==> src/ivmap_pkg.sv <==
// ivmap_pkg: constants and types shared by the interrupt vector map
// =============================================
// Overview of operation
// - spacing one word in small variants, two in large; address is base plus index times spacing
// - smallest variant has no boot section; vectors never relocate
// - with boot section, boot-reset fuse selects the address fetched after reset
// - with boot section, vector-select bit in MCU control register picks vector base
// - every reset cause takes vector 1 at the reset address, 0x000 unless the boot-reset fuse is programmed in a variant with boot section
// - external request 0 at 0x001, external request 1 at 0x002
// - pin-change groups 0,1,2 at 0x003, 0x004, 0x005
// - watchdog 0x006; timer 2 compare A 0x007, B 0x008, overflow 0x009
// - timer 1 capture 0x00A, compare A 0x00B, B 0x00C, overflow 0x00D
// - timer 0 compare A 0x00E, compare B 0x00F, overflow 0x010
// - SPI 0x011, USART receive 0x012, buffer empty 0x013, transmit 0x014
// - converter 0x015, EEPROM 0x016, comparator 0x017, two-wire 0x018, self-program 0x019
// - with boot section, vector-select set adds boot section start to every interrupt vector address
// - fuse 1 unprogrammed resets at 0x000; fuse 0 programmed resets at boot address with boot section, at 0x000 in the smallest variant
package ivmap_pkg;

  localparam int ADDR_W      = 16;
  localparam int NUM_IRQ     = 25;
  localparam int VEC_W       = 5;

  // =============================================
  // variants
  typedef enum logic [1:0] {
    IVMAP_SMALL,
    IVMAP_MID,
    IVMAP_LARGE_A,
    IVMAP_LARGE_B
  } ivmap_variant_t;

  localparam logic [1:0]        SPACING_ONE  = 2'h1;
  localparam logic [1:0]        SPACING_TWO  = 2'h2;
  localparam logic [ADDR_W-1:0] RESET_ADDR   = 16'h0000;
  localparam logic [VEC_W-1:0]  RESET_VEC_NO = 5'h01;
  // interrupt index i (0..24) is vector number i+2 at table index i+1
  localparam logic [VEC_W-1:0]  FIRST_IRQ_VEC = 5'h02;
  localparam logic              FUSE_UNPROGRAMMED = 1'h1;
  localparam logic              FUSE_PROGRAMMED   = 1'h0;

  // source bit positions in the request vector
  localparam int SRC_EXT0     = 0;
  localparam int SRC_EXT1     = 1;
  localparam int SRC_PCG0     = 2;
  localparam int SRC_PCG1     = 3;
  localparam int SRC_PCG2     = 4;
  localparam int SRC_WDOG     = 5;
  localparam int SRC_T2_CMPA  = 6;
  localparam int SRC_T2_CMPB  = 7;
  localparam int SRC_T2_OVF   = 8;
  localparam int SRC_T1_CAPT  = 9;
  localparam int SRC_T1_CMPA  = 10;
  localparam int SRC_T1_CMPB  = 11;
  localparam int SRC_T1_OVF   = 12;
  localparam int SRC_T0_CMPA  = 13;
  localparam int SRC_T0_CMPB  = 14;
  localparam int SRC_T0_OVF   = 15;
  localparam int SRC_SPI_DONE = 16;
  localparam int SRC_RX_DONE  = 17;
  localparam int SRC_TX_EMPTY = 18;
  localparam int SRC_TX_DONE  = 19;
  localparam int SRC_CONV     = 20;
  localparam int SRC_EEPROM   = 21;
  localparam int SRC_COMP     = 22;
  localparam int SRC_TWOWIRE  = 23;
  localparam int SRC_SELFPROG = 24;

  // table word index of each source (before spacing)
  function automatic logic [ADDR_W-1:0] ivmap_table_index(input logic [VEC_W-1:0] src);
    ivmap_table_index = {11'h000, src} + 16'h0001;
  endfunction

  function automatic logic [1:0] ivmap_spacing(input ivmap_variant_t v);
    ivmap_spacing = (v == IVMAP_LARGE_A || v == IVMAP_LARGE_B) ? SPACING_TWO : SPACING_ONE;
  endfunction

endpackage

==> src/ivmap_prio.sv <==
// ivmap_prio: fixed priority picker, lowest source index wins
`timescale 1ns/1ns
`default_nettype none
module ivmap_prio
  import ivmap_pkg::*;
(
  input  wire logic [NUM_IRQ-1:0] req,
  output logic                    any,
  output logic [VEC_W-1:0]        idx
);

  always_comb begin
    any = 1'b0;
    idx = '0;
    for (int i = NUM_IRQ - 1; i >= 0; i--) begin
      if (req[i]) begin
        any = 1'b1;
        idx = VEC_W'(i);
      end
    end
  end

endmodule
`default_nettype wire

==> src/ivmap_top.sv <==
// ivmap_top: reset and interrupt vector address generator for the core
`timescale 1ns/1ns
`default_nettype none
module ivmap_top
  import ivmap_pkg::*;
#(
  parameter ivmap_variant_t    VARIANT         = IVMAP_MID,
  parameter logic [ADDR_W-1:0] BOOT_START_ADDR = 16'h0C00
) (
  input  wire logic               clk,
  input  wire logic               rst,
  input  wire logic               bootResetFuse,
  input  wire logic               vectorSelectBit,
  input  wire logic               globalEnable,
  input  wire logic [NUM_IRQ-1:0] irqPending,
  input  wire logic [NUM_IRQ-1:0] irqEnable,
  input  wire logic               irqAck,
  output logic                    irqRequest,
  output logic [VEC_W-1:0]        irqVectorNo,
  output logic [ADDR_W-1:0]       irqVectorAddr,
  output logic [ADDR_W-1:0]       resetAddr,
  output logic                    ackPulse,
  output logic [VEC_W-1:0]        ackSource
);

  // =============================================
  // variant decode
  localparam logic HAS_BOOT = (VARIANT != IVMAP_SMALL);

  logic             fuseLatched_reg;
  logic             fuseCaught_reg;
  logic             anyReq;
  logic [VEC_W-1:0] winIdx;
  logic [ADDR_W-1:0] vecAddr_next;
  logic [ADDR_W-1:0] ivBase;

  // =============================================
  // fuse capture: fuse is a level strap, caught after reset release
  always_ff @(posedge clk) begin
    if (rst) begin
      fuseCaught_reg  <= 1'b0;
      fuseLatched_reg <= FUSE_UNPROGRAMMED;
    end else if (!fuseCaught_reg) begin
      fuseCaught_reg  <= 1'b1;
      fuseLatched_reg <= bootResetFuse;
    end
  end

  // =============================================
  // reset fetch address; every reset cause lands here
  always_ff @(posedge clk) begin
    if (rst) begin
      resetAddr <= RESET_ADDR;
    end else if (HAS_BOOT && fuseCaught_reg && fuseLatched_reg == FUSE_PROGRAMMED) begin
      resetAddr <= BOOT_START_ADDR;
    end else begin
      resetAddr <= RESET_ADDR;
    end
  end

  // =============================================
  // arbitration among enabled pending sources
  ivmap_prio u_prio (
    .req (irqPending & irqEnable & {NUM_IRQ{globalEnable}}),
    .any (anyReq),
    .idx (winIdx)
  );

  // small variant ignores the vector-select bit entirely
  always_comb begin
    if (HAS_BOOT && vectorSelectBit) begin
      ivBase = BOOT_START_ADDR;
    end else begin
      ivBase = RESET_ADDR;
    end
  end

  // table order fixes each source address: ext 0x001.. self-program 0x019
  always_comb begin
    vecAddr_next = ivBase
                 + ADDR_W'(ivmap_table_index(winIdx) * {14'h0000, ivmap_spacing(VARIANT)});
  end

  // =============================================
  // request presentation, held stable until acknowledged
  logic holding_reg;

  always_ff @(posedge clk) begin
    if (rst) begin
      holding_reg   <= 1'b0;
      irqRequest    <= 1'b0;
      irqVectorNo   <= '0;
      irqVectorAddr <= RESET_ADDR;
    end else if (holding_reg && irqAck) begin
      holding_reg <= 1'b0;
      irqRequest  <= 1'b0;
    end else if (!holding_reg) begin
      // re-evaluated each idle cycle; the first winner is then held even if a lower vector arrives
      holding_reg   <= anyReq;
      irqRequest    <= anyReq;
      irqVectorNo   <= anyReq ? winIdx + FIRST_IRQ_VEC : '0;
      irqVectorAddr <= anyReq ? vecAddr_next : RESET_ADDR;
    end
  end

  // =============================================
  // acknowledge report so the source can clear its flag
  always_ff @(posedge clk) begin
    if (rst) begin
      ackPulse  <= 1'b0;
      ackSource <= '0;
    end else begin
      ackPulse  <= holding_reg && irqAck;
      ackSource <= irqVectorNo - FIRST_IRQ_VEC;
    end
  end

endmodule
`default_nettype wire

==> config.mk <==
export PLATFORM = sky130hd
export DESIGN_NAME = ivmap_top
export DESIGN_NICKNAME = d
export VERILOG_FILES = /design/src/ivmap_pkg.sv /design/src/ivmap_prio.sv /design/src/ivmap_top.sv
export SDC_FILE = /design/constraint.sdc
export NUM_CORES = 1
export LEC_CHECK = 0
export BUFFER_PORTS_ARGS = -buffer_cell sky130_fd_sc_hd__buf_2
export CORE_AREA = 2 2 63 65
export DETAILED_ROUTE_END_ITERATION = 16
export DIE_AREA = 0 0 65 67
export MAX_ROUTING_LAYER = met4
export PLACE_DENSITY = 0.78
export SKIP_CTS_REPAIR_TIMING = 1
export SLEW_MARGIN = 10
export SYNTH_ARGS = -nofsm -noshare
export SYNTH_HDL_FRONTEND = slang
export SYNTH_SLANG_ARGS = --single-unit
==> constraint.sdc <==
create_clock -name clk -period 2.5 [get_ports clk]
set_input_delay 0.125 -clock clk [delete_from_list [all_inputs] [get_ports clk]]
set_output_delay 0.125 -clock clk [all_outputs]
set_load 0.01 [all_outputs]
* Word level (Yosys, flattened, before mapping)
Index checks and enable logic that the tools add are counted.
** Storage, ports and cells
- Bits in registers :: 47
- Latch bits :: 0
- RAM bits :: 0
- ROM bits :: 0
- Input port bits :: 56
- Output and inout bits :: 44
- Memories :: 0
** Operators by class
- $add $sub $neg :: 4
- $mul :: 0
- Divide/modulo/power cells :: 0
- Order comparisons :: 0
- Equal/unequal tests :: 0
- Shift-type cells :: 0
- Muxes and demuxes :: 56
- Bitwise operators :: 5
- Reduce and logical (&&, ||, !) cells :: 4
** Operators with widths (number)
- 2-to-1 mux 5 bit :: 26
- bitwise AND 25 bit :: 2
- 2-to-1 mux 1 bit :: 27
- 2-to-1 mux 12 bit :: 2
- adder 16 x 6 -> 16 bit :: 1
- 2-to-1 mux 16 bit :: 1
- adder 5 x 1 -> 6 bit, second input constant :: 1
- adder 5 x 2 -> 5 bit, second input constant :: 1
- subtractor 5 x 2 -> 5 bit, second input constant :: 1
- inverter 1 bit :: 3
- logical AND 1 bit :: 2
- AND reduction 2 bit :: 1
- OR reduction 2 bit :: 1

* Longest topological paths before layout
Gate-level depths: netlist (run 1).
- Depth in word-level cells :: 30
- Gate-level depth with buffers :: 11
- Mapped depth without buffers :: 11

* By module
Synthesis (run 1) repeated with hierarchy kept, for this count alone.
** Unflattened totals
- Cell total of the unflattened synthesis :: 189
- Area, all modules :: 1535.2 sq um
** Modules (own cells, without submodules)
- ivmap_top :: instances 1, cells each 140, area each 1239.9 sq um
- ivmap_prio :: instances 1, cells each 49, area each 295.3 sq um

* Worst setup path before layout (run 1)
Ideal clock, no wire load.
- Kind :: input -> register
- From :: input irqPending[20]
- To :: register irqVectorAddr[3]
- Arrival time :: 1814 ps
- Required time :: 2380 ps
- Slack :: 566 ps
- Stages :: 11
- Cell sequence :: a22o_1 or3b_1 a22oi_1 a211oi_1 o22ai_2 o21a_1 ha_1 o31ai_1 a31oi_1 xnor2_1 o21ai_1
** On the way
- Longest elaborated chain between the ends :: 26
** Ends and longest elaborated chain
- start, declared :: line ivmap_top.sv:15 : input wire logic [NUM_IRQ-1:0] irqPending,
- bitwise AND 25 bit * (2 in series) :: line ivmap_top.sv:64 : .req (irqPending & irqEnable & {NUM_IRQ{globalEnable}}),
- 2-to-1 mux 5 bit (21 in series) :: line ivmap_prio.sv:16 : if (req[i]) begin
- adder 5 x 1 -> 6 bit :: line ivmap_pkg.sv:71 : ivmap_table_index = {11'h000, src} + 16'h0001;
- adder 16 x 6 -> 16 bit :: line ivmap_top.sv:81 : + ADDR_W'(ivmap_table_index(winIdx) * {14'h0000, ivmap_spacing(VARIANT)});
- 2-to-1 mux 16 bit * :: line ivmap_top.sv:102 : irqVectorAddr <= anyReq ? vecAddr_next : RESET_ADDR;
- end signal, assigned :: line ivmap_top.sv:102
- end, declared :: line ivmap_top.sv:20 : output logic [ADDR_W-1:0] irqVectorAddr,
Mark *: on every way between the ends. The rest lies on a longest branch, timed or not.
A chain may end at the register's enable or synchronous reset.

* Final worst setup path (run 1)
Ends and elaborated chain as after synthesis.

==> impl_metrics.ini, run 1 <==
[finish]
final_cell_mix = 77 x buf_2, 30 x nand2_1, 23 x dfxtp_1
nets = 322
top_regs = irqVectorAddr (7), ackSource (5), irqVectorNo (5)
final_common_cell = buf_2
drive_gt1_share_pct = 32.1
syn_to_final_growth_pct = 25.8
fillerInstances = 355
largest_reg_flops = 7
antenna_cells = 0
regMostFlops = irqVectorAddr

[timing]
slew_viol_final = 0
max_freq_mhz = 518
tightest_slew_ns = 0.587
fin_ws_ns = 0.571
setup_tns_ns = 0
rsz0062_at_grt = no
hold_violations = 0
post-route-min-period_ns = 1.93
setup_viol = 0
skew_ns = 0.00174
finalCritPeriodShare_pct = 77.2
max_slew_margin_pct = 60.8

[status]
status = finished, final reports clean

[setup_path]
path_max_fanout = 3
critPathTopFamily = compound AO/OA/AOI/OAI gates
path_cells = buf_2, a22o_1, or3b_1, a22oi_1, a211oi_1, o22ai_2, o21a_1, ha_1, o31ai_1, a31oi_1, xnor2_1, o21ai_1
worst_ep_required_time_ns = 2.65
reg2reg_to = irqVectorAddr[1]$_SDFFE_PP0P_
critPathLaunchType = input pin
arrival_ns = 2.08
r2r_slack_ns = 1.16
cp.buffers_inverters = 1
r2r-start = holding_reg$_SDFF_PP0_
cp-end-kind = register
crit_type = in2reg
cpMaxStageDelayCell = or3b_1
crit_path_max_incr_delay_ns = 0.35
worstRegToRegCells = 2

[worst_hold_path]
hp-class = in2reg
whs_path_depth = 3
min_to = fuseLatched_reg$_SDFFE_PP1N_
hp-start = bootResetFuse

[synth]
avgSynthCellArea_um2 = 7.83
synth_edf_count = 0
synth_warnings = 0
syn_area_um2 = 1460
synth_cell_types = 39
ys.flop_type = dfxtp_1
postSynth.asyncResetShare_pct = 0
synthCells = 187
ys_ff_latch = 23
ys_seq_area_share_pct = 31.5

[routing]
drc = 0
vias = 1480
routedWlPerCell_um = 10.3
routed_via_density = 4.77
drt_iter0_markers = 65
dr.pass1.iters = 4
ant_nets = 0
wl_um = 3210

[global_route]
grt_max_degree = 14
grt_use_met3_pct = 1.18
antenna_found_initial = 0
grt_pass1_wl_um = 5380
grt_busiest_layer = met2
first_global_vias = 1311
gr-usage-met1_pct = 18.3
overflow = 0
gr-usage-all-layers_pct = 15.7
grt_use_met2_pct = 29.0

[pwr]
powerDensity_nw_per_um2 = 515
p_leak_uw = 0.000932
peakVddDrop_uv = 180

[place]
dpl_worst_slack_ns = 0.293
port_buffers = 77
dp_hpwl_um = 2750
gp_congestion = 0.762

[clocking]
clock_latency_ns = 0.26
clk_pin_slew_ns = 0.07
clkSinkCount = 23
cts_buffers = 3
clk_path_buf_depth = 2
cts_tree = built
cts_root_buf = clkbuf_8
htree_levels = 1

[floorplan]
die-height_um = 67
rows = 22
ioPinCount = 100
core_um2 = 3610
dieArea_um2 = 4360
start_util_pct = 40.6
die_width_um = 65

[job]
drv_cap = 0
==> worst max path at each step <==
stage,startpoint,end,slack [ns],cells past startpoint
final,irqPending[20],irqVectorAddr[3]$_SDFFE_PP0P_,0.57,12
after global routing,irqPending[20],irqVectorAddr[3]$_SDFFE_PP0P_,0.41,12
after CTS,irqPending[20],irqVectorAddr[3]$_SDFFE_PP0P_,0.56,12
after detailed placement,irqPending[20],irqVectorAddr[3]$_SDFFE_PP0P_,0.29,12
after global placement,irqPending[20],irqVectorAddr[3]$_SDFFE_PP0P_,0.35,12
after floorplan,irqPending[20],irqVectorAddr[3]$_SDFFE_PP0P_,0.57,11
==> layout make-up <==
class                           count  area (µm²)  share of cell area, %
Clock buffer                        4        45.0                   2.45
Multi-Input combinational cell    151         861                   46.7
Timing Repair Buffer               78         393                   21.3
Inverter                            6        22.5                   1.22
Sequential cell                    23         460                   25.0
Tap cell                           48        60.1                   3.26
==> logic make-up after synthesis <==
family	after synthesis	synth area share (%)
buffers and inverters	34	15.1
muxes	2	1.37
DFF	23	31.5
adders and majority gates	3	2.56
xor gates and xnor gates	5	2.99
AOI/OAI and AO/OA	56	26.5
other	1	0.256
and+or+nand+nor	63	19.7
==> cell usage after synthesis, types with 2 or more instances <==
master	count	area share, %
a22o_1	10	6.0
nand3_1	5	1.7
buf_4	25	13
o21ai_0	4	1.4
clkbuf_1	3	0.77
nor2b_1	3	1.3
a31oi_1	3	1.3
a22oi_1	4	2.1
inv_1	5	1.3
ha_1	3	2.6
nand2_1	30	7.7
a32o_1	3	2.1
a32oi_1	2	1.2
and2_1	4	1.7
dfxtp_1	23	31
xnor2_1	5	3.0
mux2i_1	2	1.4
nor3_1	3	1.0
o21ai_1	9	3.1
a21oi_1	12	4.1
nor2_1	11	2.8
==> report_power, final <==
| part | switching [µW] | total (µW) | internal [µW] |
|---|---|---|---|
| registers | 24.4 | 429 | 405 |
| clock network | 105 | 219 | 113 |
| logic | 161 | 300 | 139 |
==> per-stage QoR <==
step	total power [µW]	cell area (µm²)	hold WS [ns]	instances	util, %
5_1_grt	1010	1840	0.101	310	51.1
6_report	948	1840	0.0869	310	51.1
4_1_cts	955	1840	0.0835	310	51.1
3_3_place_gp	733	1800	0.350	306	49.8
2_1_floorplan	649	1540	0.208	208	-
3_5_place_dp	738	1800	0.352	306	49.8
==> routing by layer <==
| metal | up-vias | routed length [µm] |
|---|---|---|
| met5 | - | 0 |
| met4 | 0 | 34 |
| met3 | 4 | 258 |
| met2 | 69 | 1510 |
| met1 | 635 | 1410 |
| li1 | 772 | - |
==> worst reg2reg max path: stages, from the launching register on <==
cell and delay [ns]:
dfxtp_1 0.52, nor2b_1 0.55, a22o_1 0.23
Note: power is estimated with default switching activity, not from simulation.
==> inputs of run 2 (changes only) <==
==> constraint.sdc (replaced) <==
create_clock -name clk -period 1.8 [get_ports clk]
set_input_delay 0.09 -clock clk [delete_from_list [all_inputs] [get_ports clk]]
set_output_delay 0.09 -clock clk [all_outputs]
set_load 0.01 [all_outputs]
==> run 2 against run 1 <==
Compared with the run above: the flow now finishes with violations (setup timing); critical path depth is the same; first-iteration DRC count decreased by 28%; sequential power grew 39%; sequential share of layout area is 1.8 points lower; utilization increased by 4.1 points; final area is 7.9% higher; sequential cell count unchanged; setup slack got worse by 0.59 ns; clock skew hardly changed; wire length is 6.7% higher; register-to-register slack worse by 0.71 ns; cell count rose by 4.5%.
==> impl_metrics.ini, run 2 (synthesized netlist as in run 1, its figures left out) <==
[finish]
final_cell_mix = 75 x buf_2, 30 x nand2_1, 23 x dfxtp_1
syn_to_final_growth_pct = 35.8
final_common_cell = buf_2
fillerInstances = 342
regMostFlops = irqVectorAddr
largest_reg_flops = 7
drive_gt1_share_pct = 37.0
utilization_pct = 55.1
antenna_cells = 0
nets = 336
top_regs = irqVectorAddr (7), ackSource (5), irqVectorNo (5)

[status]
violations = setup timing
status = finished, violations left

[floorplan]
ioPinCount = 100
die-height_um = 67
rows = 22
dieArea_um2 = 4360
die_width_um = 65
core_um2 = 3610
start_util_pct = 40.6

[global_route]
gr-usage-all-layers_pct = 15.8
first_global_vias = 1328
overflow = 0
grt_pass1_wl_um = 5460
grt_max_degree = 14
antenna_found_initial = 0

[routing]
routedWlPerCell_um = 10.6
dr.pass1.iters = 4
drc = 0
ant_nets = 0
wl_um = 3420
drt_iter0_markers = 47
routed_via_density = 4.77
vias = 1546

[timing]
fin_ws_ns = -0.0191
finalCritPeriodShare_pct = 101
holdWs_ns = 0.0544
post-route-min-period_ns = 1.82
max_freq_mhz = 550
slew_viol_final = 0
setup_viol = 1
max_slew_margin_pct = 61.3
skew_ns = 0.00198
tightest_slew_ns = 0.579
rsz0062_at_grt = yes
hold_violations = 0
setup_tns_ns = -0.0191

[place]
port_buffers = 77
dp_hpwl_um = 2820
gp_congestion = 0.859
dpl_worst_slack_ns = -0.276

[pwr]
p_leak_uw = 0.00101
peakVddDrop_uv = 285
powerDensity_nw_per_um2 = 693

[job]
drv_cap = 0

[clocking]
cts_buffers = 3
clock_latency_ns = 0.25
htree_levels = 1
cts_root_buf = clkbuf_8
clkSinkCount = 23
clk_path_buf_depth = 2
clk_pin_slew_ns = 0.07
cts_tree = built

[setup_path]
arrival_ns = 1.96
cp-end-kind = register
path_max_fanout = 2
worst_ep_required_time_ns = 1.94
crit_type = in2reg
critPathLaunchType = input pin

[worst_hold_path]
hp-class = in2reg
## run 2: path summary, 6_finish.rpt
kind / start / endpoint / slack (ns) / depth (start not counted)
worst max register to register: holding_reg$_SDFF_PP0_ / irqVectorAddr[1]$_SDFFE_PP0P_ / 0.45 / 2
worst min register to register: fuseLatched_reg$_SDFFE_PP1N_ / resetAddr[10]$_SDFF_PP0_ / 0.44 / 1
worst max-delay path: irqPending[20] / irqVectorAddr[3]$_SDFFE_PP0P_ / -0.02 / 12
worst min-delay path: irqAck / ackPulse$_SDFF_PP0_ / 0.05 / 2
## run 2: through the flow
step                      total power [µW]  area [µm²]  std cells
after floorplan                        901        1540        208
after global placement                1050        1890        319
after detailed placement              1060        1890        319
after CTS                             1370        1940        323
after global routing                  1470        1990        324
final                                 1380        1990        324
## run 2: layer usage
| metal | global-route usage (%) | wire length, µm | vias up |
|---|---|---|---|
| met5 | - | 0 | - |
| met1 | 18.3 | 1440 | 681 |
| met2 | 29.3 | 1740 | 64 |
| met4 | 4.79 | 12 | 0 |
| met3 | 1.18 | 230 | 2 |
| li1 | - | - | 799 |
## run 2: layout make-up
class | count | area [µm²] | share of cell area (%)
Clock buffer | 4 | 45.0 | 2.27
Inverter | 6 | 22.5 | 1.13
Multi-Input combinational cell | 151 | 886 | 44.6
Sequential cell | 23 | 460 | 23.2
Tap cell | 48 | 60.1 | 3.02
Timing Repair Buffer | 92 | 514 | 25.9
## run 2: critical path, stage by stage
cell and delay (ns):
buf_6 0.09, a22o_1 0.24, or3b_4 0.38, a22oi_2 0.18, a211oi_2 0.06, o22ai_2 0.16, o21a_1 0.16, ha_1 0.16
o31ai_1 0.07, a31oi_1 0.17, xnor2_1 0.14, o21ai_1 0.07
## run 2: power breakdown
part	switching, µW	internal [µW]	total (µW)
Clock	145	157	303
Sequential	33.0	562	595
Combinational	240	240	480
Total	419	960	1380
==> inputs of run 3 (changes only) <==
--- a/config.mk
+++ b/config.mk
@@ -6,11 +6,12 @@
 export NUM_CORES = 1
 export LEC_CHECK = 0
 export BUFFER_PORTS_ARGS = -buffer_cell sky130_fd_sc_hd__buf_2
-export CORE_AREA = 2 2 63 65
+export CORE_AREA = 2 2 68 70
 export DETAILED_ROUTE_END_ITERATION = 16
-export DIE_AREA = 0 0 65 67
+export DIE_AREA = 0 0 70 72
 export MAX_ROUTING_LAYER = met4
-export PLACE_DENSITY = 0.78
+export PLACE_DENSITY = 0.68
+export RECOVER_POWER = 25
 export SKIP_CTS_REPAIR_TIMING = 1
 export SLEW_MARGIN = 10
 export SYNTH_ARGS = -nofsm -noshare
==> run 3 against run 2 <==
Compared with the run above: the run still ends with setup timing left; final area down 0.57%; critical path type unchanged; critical path depth stayed put; wire length shrank 0.44%; setup slack improved by 0.015 ns; count of clock-buffer cells in the layout is the same; cell count increased by 1.2%; hold slack worse by 0.0038 ns; register-to-register slack improved by 0.20 ns; combinational power shrank 3%; total power decreased by 0.56%.
==> impl_metrics.ini, run 3 (synthesized netlist as in run 1, its figures left out) <==
[global_route]
first_global_vias = 1367
antenna_found_initial = 0
overflow = 0
grt_max_degree = 14
gr-usage-all-layers_pct = 13.6
grt_pass1_wl_um = 5610

[routing]
wl_um = 3410
routed_via_density = 4.73
routedWlPerCell_um = 10.4
vias = 1552
dr.pass1.iters = 4
drt_iter0_markers = 56
ant_nets = 0
drc = 0

[status]
violations = setup timing
status = finished, violations left

[finish]
largest_reg_flops = 7
antenna_cells = 0
regMostFlops = irqVectorAddr
final_cell_mix = 69 x buf_2, 30 x nand2_1, 23 x dfxtp_1
utilization_pct = 46.4
final_common_cell = buf_2
seq_area_um2 = 460
top_regs = irqVectorAddr (7), ackSource (5), irqVectorNo (5)
fillerInstances = 452
multi_input_area_um2 = 881
syn_to_final_growth_pct = 35.0
nets = 336
drive_gt1_share_pct = 35.1

[setup_path]
crit_cells = 12
cp.buffers_inverters = 1
worstRegToRegCells = 3
arrival_ns = 1.95
r2r-start = holding_reg$_SDFF_PP0_
crit_path_max_incr_delay_ns = 0.36
cp-end-kind = register
cpMaxStageDelayCell = or3b_1
crit_type = in2reg
critPathLaunchType = input pin
reg2reg_to = irqVectorAddr[2]$_SDFFE_PP0P_
path_max_fanout = 2
path_cells = buf_6, a22o_1, or3b_1, a22oi_2, a211oi_2, o22ai_2, o21a_1, ha_2, o31ai_2, a31oi_1, xnor2_1, o21ai_1
worst_ep_required_time_ns = 1.95
critPathTopFamily = compound AO/OA/AOI/OAI gates
r2r_slack_ns = 0.65

[pwr]
p_total_uw = 1370
p_leak_uw = 0.000982
powerDensity_nw_per_um2 = 693
peakVddDrop_uv = 331

[timing]
post-route-min-period_ns = 1.80
max_slew_margin_pct = 64.2
tightest_slew_ns = 0.537
fin_ws_ns = -0.00437
max_freq_mhz = 554
rsz0062_at_grt = yes
setup_viol = 1
setup_tns_ns = -0.00437
hold_violations = 0
skew_ns = 0.00304
finalCritPeriodShare_pct = 100
slew_viol_final = 0

[clocking]
clk_pin_slew_ns = 0.08
cts_root_buf = clkbuf_8
clk_path_buf_depth = 2
clock_latency_ns = 0.26
clkSinkCount = 23
cts_tree = built
cts_buffers = 3
htree_levels = 1

[worst_hold_path]
min_to = ackPulse$_SDFF_PP0_
whs_path_depth = 2
hp-class = in2reg
hp-start = irqAck

[place]
gp_congestion = 0.797
port_buffers = 77
dp_hpwl_um = 2860

[floorplan]
die_width_um = 70
rows = 24
ioPinCount = 100
die-height_um = 72
dieArea_um2 = 5040
core_um2 = 4260
start_util_pct = 34.3

[job]
drv_cap = 0
## run 3: changes by cell type in the layout (fill, tap and decap cells not counted), sizes merged
cell	change
clkbuf	+6
buf	-6
## run 3: how the worst max path moves through the flow
stage,startpoint,endpoint,slack (ns)
2_1_floorplan,irqPending[20],irqVectorAddr[3]$_SDFFE_PP0P_,-0.1
3_3_place_gp,irqPending[20],irqVectorAddr[3]$_SDFFE_PP0P_,-0.27
3_5_place_dp,irqPending[20],irqVectorAddr[3]$_SDFFE_PP0P_,-0.29
4_1_cts,irqPending[20],irqVectorAddr[3]$_SDFFE_PP0P_,-0.02
5_1_grt,irqPending[20],irqVectorAddr[3]$_SDFFE_PP0P_,-0.13
6_report,irqPending[20],irqVectorAddr[3]$_SDFFE_PP0P_,-0.004
## run 3: power breakdown
| part | internal (µW) | switching, µW | total, µW |
|---|---|---|---|
| Clock | 158 | 151 | 308 |
| Combinational | 229 | 238 | 467 |
| Sequential | 563 | 33.2 | 596 |
## run 3: cell type report
| type | instances | area share (%) |
|---|---|---|
| Tap cell | 52 | 3.29 |
| Sequential cell | 23 | 23.3 |
| Timing Repair Buffer | 92 | 25.4 |
| Multi-Input combinational cell | 151 | 44.6 |
| Inverter | 6 | 1.14 |
| Clock buffer | 4 | 2.28 |
## run 3: metrics by stage
| stage | std cells | setup WS (ns) | hold WS [ns] | area, µm² |
|---|---|---|---|---|
| 2_1_floorplan | 208 | -0.0992 | 0.173 | 1540 |
| 3_3_place_gp | 323 | -0.268 | 0.314 | 1900 |
| 3_5_place_dp | 323 | -0.293 | 0.320 | 1900 |
| 4_1_cts | 327 | -0.0190 | 0.0480 | 1940 |
| 5_1_grt | 328 | -0.129 | 0.0505 | 1980 |
| 6_report | 328 | -0.00437 | 0.0505 | 1980 |
## run 3: metal layers
layer | wire, µm | vias to the layer above | share of wire (%) | global-route usage (%)
li1 | - | 801 | - | -
met1 | 1430 | 681 | 42 | 15.8
met5 | 0 | - | 0 | -
met4 | 42 | 0 | 1.2 | 3.85
met2 | 1660 | 66 | 49 | 24.7
met3 | 280 | 4 | 8.2 | 2.08
